## config.mk

```make
export PLATFORM = sky130hd
export DESIGN_NAME = ecc_event_capture_counter
export DESIGN_NICKNAME = d
export VERILOG_FILES = /design/src/ecc_pkg.sv /design/src/ecc_event_capture_counter.sv
export SDC_FILE = /design/constraint.sdc
export NUM_CORES = 1
export LEC_CHECK = 0
export BUFFER_PORTS_ARGS = -buffer_cell sky130_fd_sc_hd__buf_2
export CAP_MARGIN = 20
export CORE_ASPECT_RATIO = 2
export CORE_MARGIN = 10
export CORE_UTILIZATION = 40
export CTS_CLUSTER_SIZE = 12
export DETAILED_ROUTE_END_ITERATION = 12
export GPL_ROUTABILITY_DRIVEN = 0
export SLEW_MARGIN = 20
export SYNTH_ARGS = -nofsm -noshare
export SYNTH_HDL_FRONTEND = slang
export SYNTH_SLANG_ARGS = --single-unit
```

## constraint.sdc

```tcl
create_clock -name aclk -period 9.7 [get_ports aclk]
set_clock_uncertainty 0.15 [all_clocks]
set_input_delay 1.455 -clock aclk [delete_from_list [all_inputs] [get_ports aclk]]
set_output_delay 1.455 -clock aclk [all_outputs]
set_load 0.02 [all_outputs]
```

## src/ecc_pkg.sv

```systemverilog
// package: register map, fields and constants of the event capture counter
package ecc_pkg;

   // register byte offsets
   localparam logic [7:0] ECC_OFS_CTRL     = 8'h00;
   localparam logic [7:0] ECC_OFS_PRESCALE = 8'h04;
   localparam logic [7:0] ECC_OFS_LIMIT    = 8'h08;
   localparam logic [7:0] ECC_OFS_COUNT    = 8'h0c;
   localparam logic [7:0] ECC_OFS_BEGIN    = 8'h10;
   localparam logic [7:0] ECC_OFS_END      = 8'h14;
   localparam logic [7:0] ECC_OFS_CMD      = 8'h18;
   localparam logic [7:0] ECC_OFS_IRQ_STAT = 8'h1c;
   localparam logic [7:0] ECC_OFS_IRQ_MASK = 8'h20;

   // widths, reset values, bit positions and response codes
   localparam int          ECC_CW           = 16;
   localparam int          ECC_NCH          = 32;
   localparam logic [15:0] ECC_LIMIT_DFLT   = 16'hffff;
   localparam logic [15:0] ECC_PRESC_RST    = 16'h0000;
   localparam logic [2:0]  ECC_IRQ_RST      = 3'h0;
   localparam int          ECC_CMD_RST_BIT  = 0;
   localparam int          ECC_KEEP_BIT     = 20;
   localparam logic [1:0]  ECC_RESP_OKAY    = 2'h0;
   localparam logic [1:0]  ECC_RESP_SLVERR  = 2'h2;

   // capture modes
   typedef enum logic [1:0] {
      free_running_mode    = 2'h0,
      start_to_stop_mode   = 2'h1,
      count_until_end_mode = 2'h2,
      level_gated_mode     = 2'h3
   } ecc_mode_t;

   // event edge selections
   typedef enum logic [1:0] {
      event_edge_rising  = 2'h0,
      event_edge_falling = 2'h1,
      event_edge_any     = 2'h2,
      event_edge_spare   = 2'h3
   } ecc_edge_t;

   // control register layout, msb first
   typedef struct packed {
      logic [9:0] rsvd;
      logic       keep_limit_value;
      logic       use_divided_clock;
      logic       shared_event_input;
      ecc_edge_t  sec_edge;
      logic [4:0] sec_ch;
      logic [4:0] pri_ch;
      logic       gate_active_low;
      ecc_edge_t  pri_edge;
      ecc_mode_t  mode;
      logic       enable;
   } ecc_ctrl_t;

   localparam ecc_ctrl_t ECC_CTRL_RST = '0;

   // sticky event flags
   typedef struct packed {
      logic overflow;
      logic end_cap;
      logic begin_cap;
   } ecc_irq_t;

endpackage : ecc_pkg
```

## src/ecc_event_capture_counter.sv

```systemverilog
// module: event capture counter with axi4-lite register slave
//
// The AXI4-Lite slave port and the register addresses were left to the implementer.
`timescale 1ns/10ps
`default_nettype none

module ecc_event_capture_counter (
   // clock and reset
   input  wire logic        aclk,
   input  wire logic        aresetn,
   // event inputs
   input  wire logic [31:0] event_in,
   // axi4-lite write address
   input  wire logic        s_axi_awvalid,
   output logic             s_axi_awready,
   input  wire logic [7:0]  s_axi_awaddr,
   // axi4-lite write data
   input  wire logic        s_axi_wvalid,
   output logic             s_axi_wready,
   input  wire logic [31:0] s_axi_wdata,
   input  wire logic [3:0]  s_axi_wstrb,
   // axi4-lite write response
   output logic             s_axi_bvalid,
   input  wire logic        s_axi_bready,
   output logic [1:0]       s_axi_bresp,
   // axi4-lite read address
   input  wire logic        s_axi_arvalid,
   output logic             s_axi_arready,
   input  wire logic [7:0]  s_axi_araddr,
   // axi4-lite read data
   output logic             s_axi_rvalid,
   input  wire logic        s_axi_rready,
   output logic [31:0]      s_axi_rdata,
   output logic [1:0]       s_axi_rresp,
   // interrupt
   output logic             irq
);

   ecc_pkg::ecc_ctrl_t ctrl_r;
   ecc_pkg::ecc_irq_t  ist_r;
   ecc_pkg::ecc_irq_t  imask_r;
   ecc_pkg::ecc_irq_t  iset;
   logic [15:0]        presc_r;
   logic [15:0]        div_cnt_r;
   logic [15:0]        limit_r;
   logic [15:0]        limit_act_r;
   logic [15:0]        count_r;
   logic [15:0]        begin_r;
   logic [15:0]        end_r;
   logic [31:0]        prev_in_r;
   logic               running_r;
   logic               early_end_r;
   logic               aw_full_r;
   logic               w_full_r;
   logic [7:0]         aw_addr_r;
   logic [31:0]        w_data_r;
   logic [3:0]         w_strb_r;
   logic               wr_fire;
   logic [31:0]        wmask;
   logic               wr_ctrl;
   logic               wr_limit;
   logic               sw_reset;
   logic               presc_pulse;
   logic               tick;
   logic [4:0]         pri_ch;
   logic [4:0]         sec_ch;
   logic               pri_ev;
   logic               sec_ev;
   logic               begin_ev;
   logic               end_ev;
   logic               begin_fall;
   logic               gate_act;
   logic               run_now;
   logic               early_hit;
   logic               wrap;
   logic [31:0]        rd_data;
   logic               rd_ok;
   logic               wr_ok;

   function automatic logic edge_hit(input logic cur, input logic prv, input ecc_pkg::ecc_edge_t sel);
      logic hit;
      hit = 1'b0;
      unique case (sel)
         ecc_pkg::event_edge_rising:  hit = cur & ~prv;
         ecc_pkg::event_edge_falling: hit = ~cur & prv;
         default:                     hit = cur ^ prv;
      endcase
      return hit;
   endfunction : edge_hit

   function automatic logic [31:0] merge(input logic [31:0] old, input logic [31:0] msk, input logic [31:0] dat);
      return (old & ~msk) | (dat & msk);
   endfunction : merge

   // ---------------- axi4-lite write path
   assign s_axi_awready = ~aw_full_r;
   assign s_axi_wready  = ~w_full_r;
   assign wr_fire       = aw_full_r & w_full_r & ~s_axi_bvalid;
   assign wmask         = {{8{w_strb_r[3]}}, {8{w_strb_r[2]}}, {8{w_strb_r[1]}}, {8{w_strb_r[0]}}};
   assign wr_ctrl       = wr_fire & (aw_addr_r == ecc_pkg::ECC_OFS_CTRL);
   assign wr_limit      = wr_fire & (aw_addr_r == ecc_pkg::ECC_OFS_LIMIT);

   assign sw_reset = wr_fire & (aw_addr_r == ecc_pkg::ECC_OFS_CMD) & w_strb_r[0]
                     & w_data_r[ecc_pkg::ECC_CMD_RST_BIT];

   always_comb begin
      unique case (aw_addr_r)
         ecc_pkg::ECC_OFS_CTRL, ecc_pkg::ECC_OFS_PRESCALE, ecc_pkg::ECC_OFS_LIMIT, ecc_pkg::ECC_OFS_CMD,
         ecc_pkg::ECC_OFS_IRQ_STAT, ecc_pkg::ECC_OFS_IRQ_MASK, ecc_pkg::ECC_OFS_COUNT,
         ecc_pkg::ECC_OFS_BEGIN, ecc_pkg::ECC_OFS_END: wr_ok = 1'b1;
         default: wr_ok = 1'b0;
      endcase
   end

   always_ff @(posedge aclk) begin
      if (!aresetn) begin
         aw_full_r <= 1'b0;
         w_full_r  <= 1'b0;
         aw_addr_r <= 8'h00;
         w_data_r  <= 32'h0000_0000;
         w_strb_r  <= 4'h0;
      end else begin
         if (s_axi_awvalid && !aw_full_r) begin
            aw_full_r <= 1'b1;
            aw_addr_r <= {s_axi_awaddr[7:2], 2'b00};
         end else if (wr_fire) begin
            aw_full_r <= 1'b0;
         end
         if (s_axi_wvalid && !w_full_r) begin
            w_full_r <= 1'b1;
            w_data_r <= s_axi_wdata;
            w_strb_r <= s_axi_wstrb;
         end else if (wr_fire) begin
            w_full_r <= 1'b0;
         end
      end
   end

   always_ff @(posedge aclk) begin
      if (!aresetn) begin
         s_axi_bvalid <= 1'b0;
         s_axi_bresp  <= ecc_pkg::ECC_RESP_OKAY;
      end else if (wr_fire) begin
         s_axi_bvalid <= 1'b1;
         s_axi_bresp  <= wr_ok ? ecc_pkg::ECC_RESP_OKAY : ecc_pkg::ECC_RESP_SLVERR;
      end else if (s_axi_bready) begin
         s_axi_bvalid <= 1'b0;
      end
   end

   // ---------------- configuration registers
   always_ff @(posedge aclk) begin
      if (!aresetn) begin
         ctrl_r  <= ecc_pkg::ECC_CTRL_RST;
         presc_r <= ecc_pkg::ECC_PRESC_RST;
         imask_r <= ecc_pkg::ECC_IRQ_RST;
      end else if (wr_fire) begin
         if (aw_addr_r == ecc_pkg::ECC_OFS_CTRL) begin
            ctrl_r      <= ecc_pkg::ecc_ctrl_t'(31'(merge(32'(ctrl_r), wmask, w_data_r)));
            ctrl_r.rsvd <= '0;
         end
         if (aw_addr_r == ecc_pkg::ECC_OFS_PRESCALE)
            presc_r <= 16'(merge({16'h0000, presc_r}, wmask, w_data_r));
         if (aw_addr_r == ecc_pkg::ECC_OFS_IRQ_MASK)
            imask_r <= ecc_pkg::ecc_irq_t'(3'(merge({29'h0, imask_r}, wmask, w_data_r)));
      end
   end

   // ---------------- prescaler and counting clock
   assign presc_pulse = (div_cnt_r == presc_r);

   always_ff @(posedge aclk) begin
      if (!aresetn || presc_pulse || sw_reset)
         div_cnt_r <= 16'h0000;
      else
         div_cnt_r <= div_cnt_r + 16'h0001;
   end

   assign tick = ctrl_r.enable & (ctrl_r.use_divided_clock ? presc_pulse : 1'b1);

   // ---------------- event detection
   // secondary channel select
   assign pri_ch = ctrl_r.pri_ch;
   assign sec_ch = ctrl_r.shared_event_input ? ctrl_r.pri_ch : ctrl_r.sec_ch;

   assign pri_ev = edge_hit(event_in[pri_ch], prev_in_r[pri_ch], ctrl_r.pri_edge);
   assign sec_ev = edge_hit(event_in[sec_ch], prev_in_r[sec_ch], ctrl_r.sec_edge);

   assign begin_ev   = ctrl_r.enable & ((ctrl_r.mode == ecc_pkg::count_until_end_mode) ? sec_ev : pri_ev);
   assign end_ev     = ctrl_r.enable & ((ctrl_r.mode == ecc_pkg::count_until_end_mode) ? pri_ev : sec_ev);
   assign begin_fall = (ctrl_r.mode == ecc_pkg::count_until_end_mode) ? ~event_in[sec_ch] : ~event_in[pri_ch];

   assign gate_act = event_in[pri_ch] ^ ctrl_r.gate_active_low;

   always_ff @(posedge aclk) begin
      if (!aresetn)
         prev_in_r <= 32'h0000_0000;
      else
         prev_in_r <= event_in;
   end

   // ---------------- run state
   assign early_hit = (ctrl_r.mode == ecc_pkg::start_to_stop_mode) & early_end_r & begin_ev;

   always_comb begin
      unique case (ctrl_r.mode)
         ecc_pkg::free_running_mode: run_now = 1'b1;
         ecc_pkg::level_gated_mode:  run_now = gate_act;
         default:                    run_now = running_r;
      endcase
   end

   always_ff @(posedge aclk) begin
      if (!aresetn || wr_ctrl) begin
         running_r   <= 1'b0;
         early_end_r <= 1'b0;
      end else if (ctrl_r.mode == ecc_pkg::start_to_stop_mode) begin
         if (early_hit) begin
            running_r   <= 1'b0;
            early_end_r <= 1'b0;
         end else if (begin_ev && !running_r) begin
            running_r <= 1'b1;
         end else if (end_ev && running_r) begin
            running_r <= 1'b0;
         end else if (end_ev) begin
            early_end_r <= 1'b1;
         end
      end else if (ctrl_r.mode == ecc_pkg::count_until_end_mode) begin
         if (end_ev)
            running_r <= 1'b0;
         else if (sw_reset || !running_r && begin_ev)
            running_r <= 1'b1;
      end
   end

   // ---------------- counter and limit
   assign wrap = tick & run_now & (count_r == limit_act_r);

   always_ff @(posedge aclk) begin
      if (!aresetn) begin
         count_r <= 16'h0000;
      end else if (sw_reset) begin
         count_r <= 16'h0000;
      end else if (early_hit) begin
         count_r <= 16'h0001;
      end else if (wrap) begin
         count_r <= 16'h0000;
      end else if (tick && run_now) begin
         count_r <= count_r + 16'h0001;
      end
   end

   always_ff @(posedge aclk) begin
      if (!aresetn) begin
         limit_r     <= ecc_pkg::ECC_LIMIT_DFLT;
         limit_act_r <= ecc_pkg::ECC_LIMIT_DFLT;
      end else if (wr_ctrl && !w_data_r[ecc_pkg::ECC_KEEP_BIT]) begin
         limit_r     <= ecc_pkg::ECC_LIMIT_DFLT;
         limit_act_r <= ecc_pkg::ECC_LIMIT_DFLT;
      end else begin
         if (wr_limit)
            limit_r <= 16'(merge({16'h0000, limit_r}, wmask, w_data_r));
         if (sw_reset || wrap)
            limit_act_r <= limit_r;
      end
   end

   // ---------------- captures
   always_ff @(posedge aclk) begin
      if (!aresetn) begin
         begin_r <= 16'h0000;
         end_r   <= 16'h0000;
      end else if (early_hit) begin
         begin_r <= {15'h0000, begin_fall};
         end_r   <= 16'h0001;
      end else begin
         if (begin_ev)
            begin_r <= count_r;
         if (end_ev)
            end_r <= count_r;
      end
   end

   // ---------------- interrupts
   assign iset = '{overflow: wrap, end_cap: end_ev | early_hit, begin_cap: begin_ev};

   always_ff @(posedge aclk) begin
      if (!aresetn)
         ist_r <= ecc_pkg::ECC_IRQ_RST;
      else if (wr_fire && aw_addr_r == ecc_pkg::ECC_OFS_IRQ_STAT && w_strb_r[0])
         ist_r <= (ist_r & ~ecc_pkg::ecc_irq_t'(w_data_r[2:0])) | iset;
      else
         ist_r <= ist_r | iset;
   end

   assign irq = |(ist_r & imask_r);

   // ---------------- axi4-lite read path
   always_comb begin
      rd_ok   = 1'b1;
      rd_data = 32'h0000_0000;
      unique case ({s_axi_araddr[7:2], 2'b00})
         ecc_pkg::ECC_OFS_CTRL:     rd_data = 32'(ctrl_r);
         ecc_pkg::ECC_OFS_PRESCALE: rd_data = {16'h0000, presc_r};
         ecc_pkg::ECC_OFS_LIMIT:    rd_data = {limit_act_r, limit_r};
         ecc_pkg::ECC_OFS_COUNT:    rd_data = {15'h0000, running_r, count_r};
         ecc_pkg::ECC_OFS_BEGIN:    rd_data = {16'h0000, begin_r};
         ecc_pkg::ECC_OFS_END:      rd_data = {16'h0000, end_r};
         ecc_pkg::ECC_OFS_CMD:      rd_data = 32'h0000_0000;
         ecc_pkg::ECC_OFS_IRQ_STAT: rd_data = {29'h0, ist_r};
         ecc_pkg::ECC_OFS_IRQ_MASK: rd_data = {29'h0, imask_r};
         default:                   rd_ok   = 1'b0;
      endcase
   end

   assign s_axi_arready = ~s_axi_rvalid;

   always_ff @(posedge aclk) begin
      if (!aresetn) begin
         s_axi_rvalid <= 1'b0;
         s_axi_rdata  <= 32'h0000_0000;
         s_axi_rresp  <= ecc_pkg::ECC_RESP_OKAY;
      end else if (s_axi_arvalid && !s_axi_rvalid) begin
         s_axi_rvalid <= 1'b1;
         s_axi_rdata  <= rd_data;
         s_axi_rresp  <= rd_ok ? ecc_pkg::ECC_RESP_OKAY : ecc_pkg::ECC_RESP_SLVERR;
      end else if (s_axi_rready) begin
         s_axi_rvalid <= 1'b0;
      end
   end
endmodule : ecc_event_capture_counter

`default_nettype wire

```

==> results.toml, run 1 <==
[grt]
grt_pass1_vias = 9603
grt_max_degree = 83
overflow = 0
grt_usage_pct = 19.3
grt_pass1_wl_um = 56300
grt_antenna_before_repair = 0

[timing]
slew_violations = 0
relSlewSlack_pct = 25.7
maxClockFrequency_mhz = 182
layout_setup_ws_ns = 4.20
period_needed_ns = 5.50
worstMarginPinSlew_ns = 1.11
fin_crit_sh_pct = 56.7
whs_ns = 0.323
timing.setup.tns_ns = 0
setup_violations = 0
rsz0062_at_grt = "no"
final_hold_viol_count = 0

[die]
chipWidth_um = 140
rows = 88
die_y_um = 261
die-area_um2 = 36600
start_util_pct = 40.3
boundaryPins = 133
core_um2 = 28700

[finish]
area_growth_pct = 13.0
drive_gt1_share_pct = 15.1
stdcell_area_um2 = 13100
multi_input_comb_area_um2 = 6230
regArea_um2 = 4820
final_util_pct = 45.6
n_antenna_cell = 0
n_fill_cell = 2766
fin_nets = 1454
fin_cells = 1720

[cts]
path_clk_slew_ns = 0.06
cts.sinks = 241
postCtsSetupRepairBufs = 0
cts_tree = "done"
cts_hold_buf = 0
htree_levels = 1
cts_resized = 0
clk_latency_ns = 0.56
cts.path.max_buffers = 3
numCtsBuffers = 25
cts_root_buf = "clkbuf_16"

[placed_design]
placed_cells = 1686
dpl_cell_area_um2 = 12400
port_buffers = 114
place_hpwl_um = 27000
place_ws_ns = 4.08

[route]
drtPass1Iterations = 5
drc = 0
postRouteAntennaNets = 0
avgRoutedWirePerCell_um = 21.3
avgViaCountPerCell = 5.64
vias = 9694
wirelength_um = 36700
drtIter0Drc = 592

[synth]
synth-seq-area-share_pct = 41.7
async_flop_share_pct = 0
syn_area_per_cell_um2 = 8.99
ys_seq_elements = 241
yosys.area.top_type = "dfxtp_1"
synth.distinct_cells = 58
yosysTopAreaCellShare_pct = 41.7
synth_ff_type = "dfxtp_1"
yosys-top-cells-area = "dfxtp_1, mux2i_1, nand2_1"
synthCells = 1288
yosysMostFrequentCell = "dfxtp_1"
synth_edf_count = 0
synth_top_cells_by_count = "dfxtp_1, nand2_1, mux2i_1"
yosysWarnings = 0
netlist_area_um2 = 11600

[setup_path]
crit_chain = "mux2i_2 > buf_4 > mux4_2 > o221a_2 > a2111oi_0 > a21oi_1 > inv_1 > ha_1 > nand2_1 > o211ai_1 > a21boi_2 > buf_4 > nand3_1 > nand2_1 > nor2_1"
slowest_delay_ns = 0.90
slowest_stage = "nand2_1"
arrival_ns = 5.73
worstSetupPathType = "reg -> reg"
crit_required_ns = 9.93
setup.worst_path.end_class = "flop"
crit_path_max_fanout = 30
startpoint_type = "flop"

[power]
power.density_nw_per_um2 = 156
vdd_drop_max_v = 0.000105
power.total_mw = 2.04
cellLeakagePower_nw = 4.97

[flow_run]
drv_cap = 0

[hold_path]
min_path_type = "reg -> reg"

[status]
status = "completed"
-- final timing paths --
path | from | to | slack (ns) | cells after the start
max | flop | end_r[4] | 4.20 | 15
max reg2reg | flop | end_r[4] | 4.20 | 15
min | w_data_r[17] | w_data_r[17] | 0.32 | 2
min reg2reg | w_data_r[17] | w_data_r[17] | 0.32 | 2
-- critical path, delay by kind of cell (launching register included) --
family / cells / cell delay [ns]
flip-flops: 1 / 0.73
AO/OA/AOI/OAI: 5 / 1.07
multiplexers: 2 / 0.83
buffers and inverters: 3 / 0.79
adder cells (fa/ha/maj): 1 / 0.22
AND/OR/NAND/NOR: 4 / 1.51
-- routing by layer --
metal,share of wire [%],up-vias,track usage (%)
met2,51,277,34.2
li1,-,4670,-
met4,7.0,0,13.3
met1,37,4657,20.6
met3,4.7,90,2.88
met5,0,-,0
-- layout by cell type (no fill, tap or decap), drive strengths merged, types with 10 or more instances in the layout --
cell type / n
a21oi: 63
and3: 12
and2: 36
nor2: 69
nand3: 41
ha: 10
xnor2: 21
nand2: 151
xor2: 25
or4: 13
nor2b: 71
o31ai: 13
mux2i: 94
buf: 132
o211ai: 14
a31oi: 23
clkbuf: 31
dfxtp: 241
a21boi: 51
nand4: 14
nor3: 12
a22oi: 45
o21ai: 43
mux4: 25
inv: 45
-- logic make-up (layout without fill, tap and decap cells) --
logic type                 count (synthesis)  count (layout)  synth area share [%]
xor gates and xnor gates                  46              46                  3.54
and+or+nand+nor                          442             442                  19.0
other                                      1               2                0.0324
adders and majority gates                 10              10                  1.08
muxes                                    122             122                  13.3
DFF                                      241             241                  41.7
buffers and inverters                    138             209                  4.83
AOI/OAI and AO/OA                        288             288                  16.6
-- report_power, final --
part | leakage (nW) | switching (mW) | internal (mW) | total (mW)
combinational | 2.66 | 0.0702 | 0.0499 | 0.120
clock | 0.352 | 0.402 | 0.490 | 0.892
sequential | 1.96 | 0.0193 | 1.01 | 1.03
-- layout make-up --
| cell class | instances | share of cell area, % |
|---|---|---|
| clock buffer | 31 | 5.18 |
| inverter | 43 | 1.23 |
| multi-input combinational | 910 | 47.6 |
| tap | 360 | 3.44 |
| sequential | 241 | 36.9 |
| timing repair buffer | 132 | 5.41 |
| clock inverter | 3 | 0.287 |
(Power assumes the default switching activity.)
==> run 2: changes to the inputs <==
--- a/config.mk
+++ b/config.mk
@@ -5,6 +5,7 @@
 export SDC_FILE = /design/constraint.sdc
 export NUM_CORES = 1
 export LEC_CHECK = 0
+export ABC_AREA = 1
 export BUFFER_PORTS_ARGS = -buffer_cell sky130_fd_sc_hd__buf_2
 export CAP_MARGIN = 20
 export CORE_ASPECT_RATIO = 2
==> constraint.sdc (replaced) <==
create_clock -name aclk -period 4.9 [get_ports aclk]
set_clock_uncertainty 0.15 [all_clocks]
set_input_delay 0.735 -clock aclk [delete_from_list [all_inputs] [get_ports aclk]]
set_output_delay 0.735 -clock aclk [all_outputs]
set_load 0.02 [all_outputs]
==> run 2 against run 1 <==
Compared with the run above: routed wire length is 5.0% higher; hold slack worse by 0.058 ns; non-clock buffer count is 10 higher; sequential cell count stayed put; critical path type unchanged; critical endpoint is now end_r[11]; global-route usage is 1.2 points higher.
==> results.toml, run 2 <==
[timing]
setup_violations = 0
maxClockFrequency_mhz = 247
final_hold_viol_count = 0
period_needed_ns = 4.05
rsz0062_at_grt = "no"
slew_violations = 0
relSlewSlack_pct = 40.6
fin_crit_sh_pct = 82.7
worstMarginPinSlew_ns = 0.890
timing.setup.tns_ns = 0

[synth]
yosysTopAreaCellShare_pct = 41.7
synth_top_cells_by_count = "nand2_1, dfxtp_1, inv_1"
syn_area_per_cell_um2 = 7.05
synthCells = 1643
ys_seq_elements = 241
netlist_area_um2 = 11600
synth_ff_type = "dfxtp_1"
yosysWarnings = 0
yosys.area.top_type = "dfxtp_1"
synth_edf_count = 0
async_flop_share_pct = 0
yosys-top-cells-area = "dfxtp_1, nand2_1, inv_1"
synth.distinct_cells = 44
synth-seq-area-share_pct = 41.7
yosysMostFrequentCell = "nand2_1"

[die]
core_um2 = 28700
chipWidth_um = 140
die_y_um = 261
die-area_um2 = 36600
rows = 88
boundaryPins = 133
start_util_pct = 40.3

[grt]
grt_antenna_before_repair = 0
grt_pass1_wl_um = 60500
grt_pass1_vias = 11295
grt_max_degree = 56
overflow = 0
grt_usage_pct = 20.5

[finish]
n_antenna_cell = 0
mostFrequentLayoutCells = "nand2_1, dfxtp_1, inv_1"
fin_nets = 1820
area_growth_pct = 13.0
layout_commonest_cell = "nand2_1"
drive_gt1_share_pct = 11.6
stdcell_area_um2 = 13100

[setup_path]
crit_required_ns = 5.17
worstSetupPathType = "reg -> reg"
crit_path_end = "end_r[11]"
r2r_slack_ns = 0.85
startpoint_type = "flop"
crit_path_max_fanout = 32
arrival_ns = 4.32
reg2reg_depth = 22
r2r-end = "end_r[11]"
setup.worst_path.end_class = "flop"

[hold_path]
worst_hold_path.num_cells = 3
min_path_type = "in -> reg"

[route]
drtIter0Drc = 607
drtPass1Iterations = 5
drc = 0
wirelength_um = 38500
avgRoutedWirePerCell_um = 18.5
vias = 11164
avgViaCountPerCell = 5.35
postRouteAntennaNets = 0

[power]
vdd_drop_max_v = 0.000250
power.density_nw_per_um2 = 304
cellLeakagePower_nw = 5.48

[cts]
clk_latency_ns = 0.53
path_clk_slew_ns = 0.06
cts_root_buf = "clkbuf_16"
cts_resized = 0
cts_hold_buf = 0
numCtsBuffers = 24
cts.path.max_buffers = 3
cts_tree = "done"
cts.sinks = 241
htree_levels = 1
postCtsSetupRepairBufs = 0

[status]
status = "completed"

[flow_run]
drv_cap = 0

[placed_design]
place_hpwl_um = 29300
dpl_cell_area_um2 = 12400
port_buffers = 114
==> run 2: cell type report <==
cell class              instances  area [um^2]
multi-input cells            1130         5650
inverters                     180          681
well taps                     360          450
repair buffers                142          806
clock buffers                  32          662
fillers                      3000        15700
clock inverters                 1         5.00
flip-flops and latches        241         4820
==> run 2: cell families (layout without fill, tap and decap cells) <==
family / count (synthesis) / count (layout) / share of synthesized area (%)
other: 1 / 2 / 0.0324
AO/OA/AOI/OAI: 350 / 350 / 18.1
AND/OR/NAND/NOR: 731 / 731 / 26.7
flip-flops: 241 / 241 / 41.7
XOR/XNOR: 37 / 37 / 2.80
buffers and inverters: 273 / 355 / 9.61
adder cells (fa/ha/maj): 10 / 10 / 1.08
==> run 2: worst min-delay path by stage <==
stage,startpoint,to,slack (ns)
final,event_in[6],prev_in_r[6],0.26
after global routing,event_in[6],prev_in_r[6],0.26
after CTS,event_in[17],prev_in_r[17],0.24
after detailed placement,early_end_r,early_end_r,0.30
after global placement,end_r[7],end_r[7],0.30
after floorplan,early_end_r,early_end_r,0.28
==> run 2: per-stage QoR <==
stage               hold WS [ns]  util [%]  worst slack (ns)  total power, mW  instances
floorplan                  0.278         -              1.52             2.23       1644
global placement           0.299      43.2             0.951             2.34       2053
detailed placement         0.301      43.2             0.894             2.34       2053
CTS                        0.237      45.5             0.858             4.02       2086
global route               0.260      45.5             0.569             4.11       2086
finish                     0.264      45.5             0.846             3.98       2086
==> run 2: critical path, cell delays in order, from the launching register on <==
cell      delay, ns
dfxtp_1        0.71
inv_1          0.34
nand2_1        0.13
nand2_1        0.05
buf_4          0.23
o21ai_0        0.19
o22ai_1        0.10
nand2_1        0.10
o211ai_1       0.10
nand2_1        0.14
nand2_1        0.07
o21ai_1        0.11
inv_1          0.06
ha_1           0.27
nand2_1        0.06
nand2_1        0.07
nand2_1        0.06
nand3_1        0.11
nor3_1         0.21
inv_1          0.23
nand2_1        0.17
buf_12         0.20
a21oi_1        0.06
==> run 2: metal layers <==
layer  part of all wire, %  GRT usage [%]
met5                     0              0
met2                    55           40.0
met3                   4.3           2.53
met1                    35           19.5
met4                   5.9           12.9
==> run 2: report_power, final <==
| group | switching (mW) | internal, mW |
|---|---|---|
| combinational | 0.182 | 0.0842 |
| clock | 0.752 | 0.929 |
| sequential | 0.0281 | 2.00 |
| total | 0.962 | 3.01 |
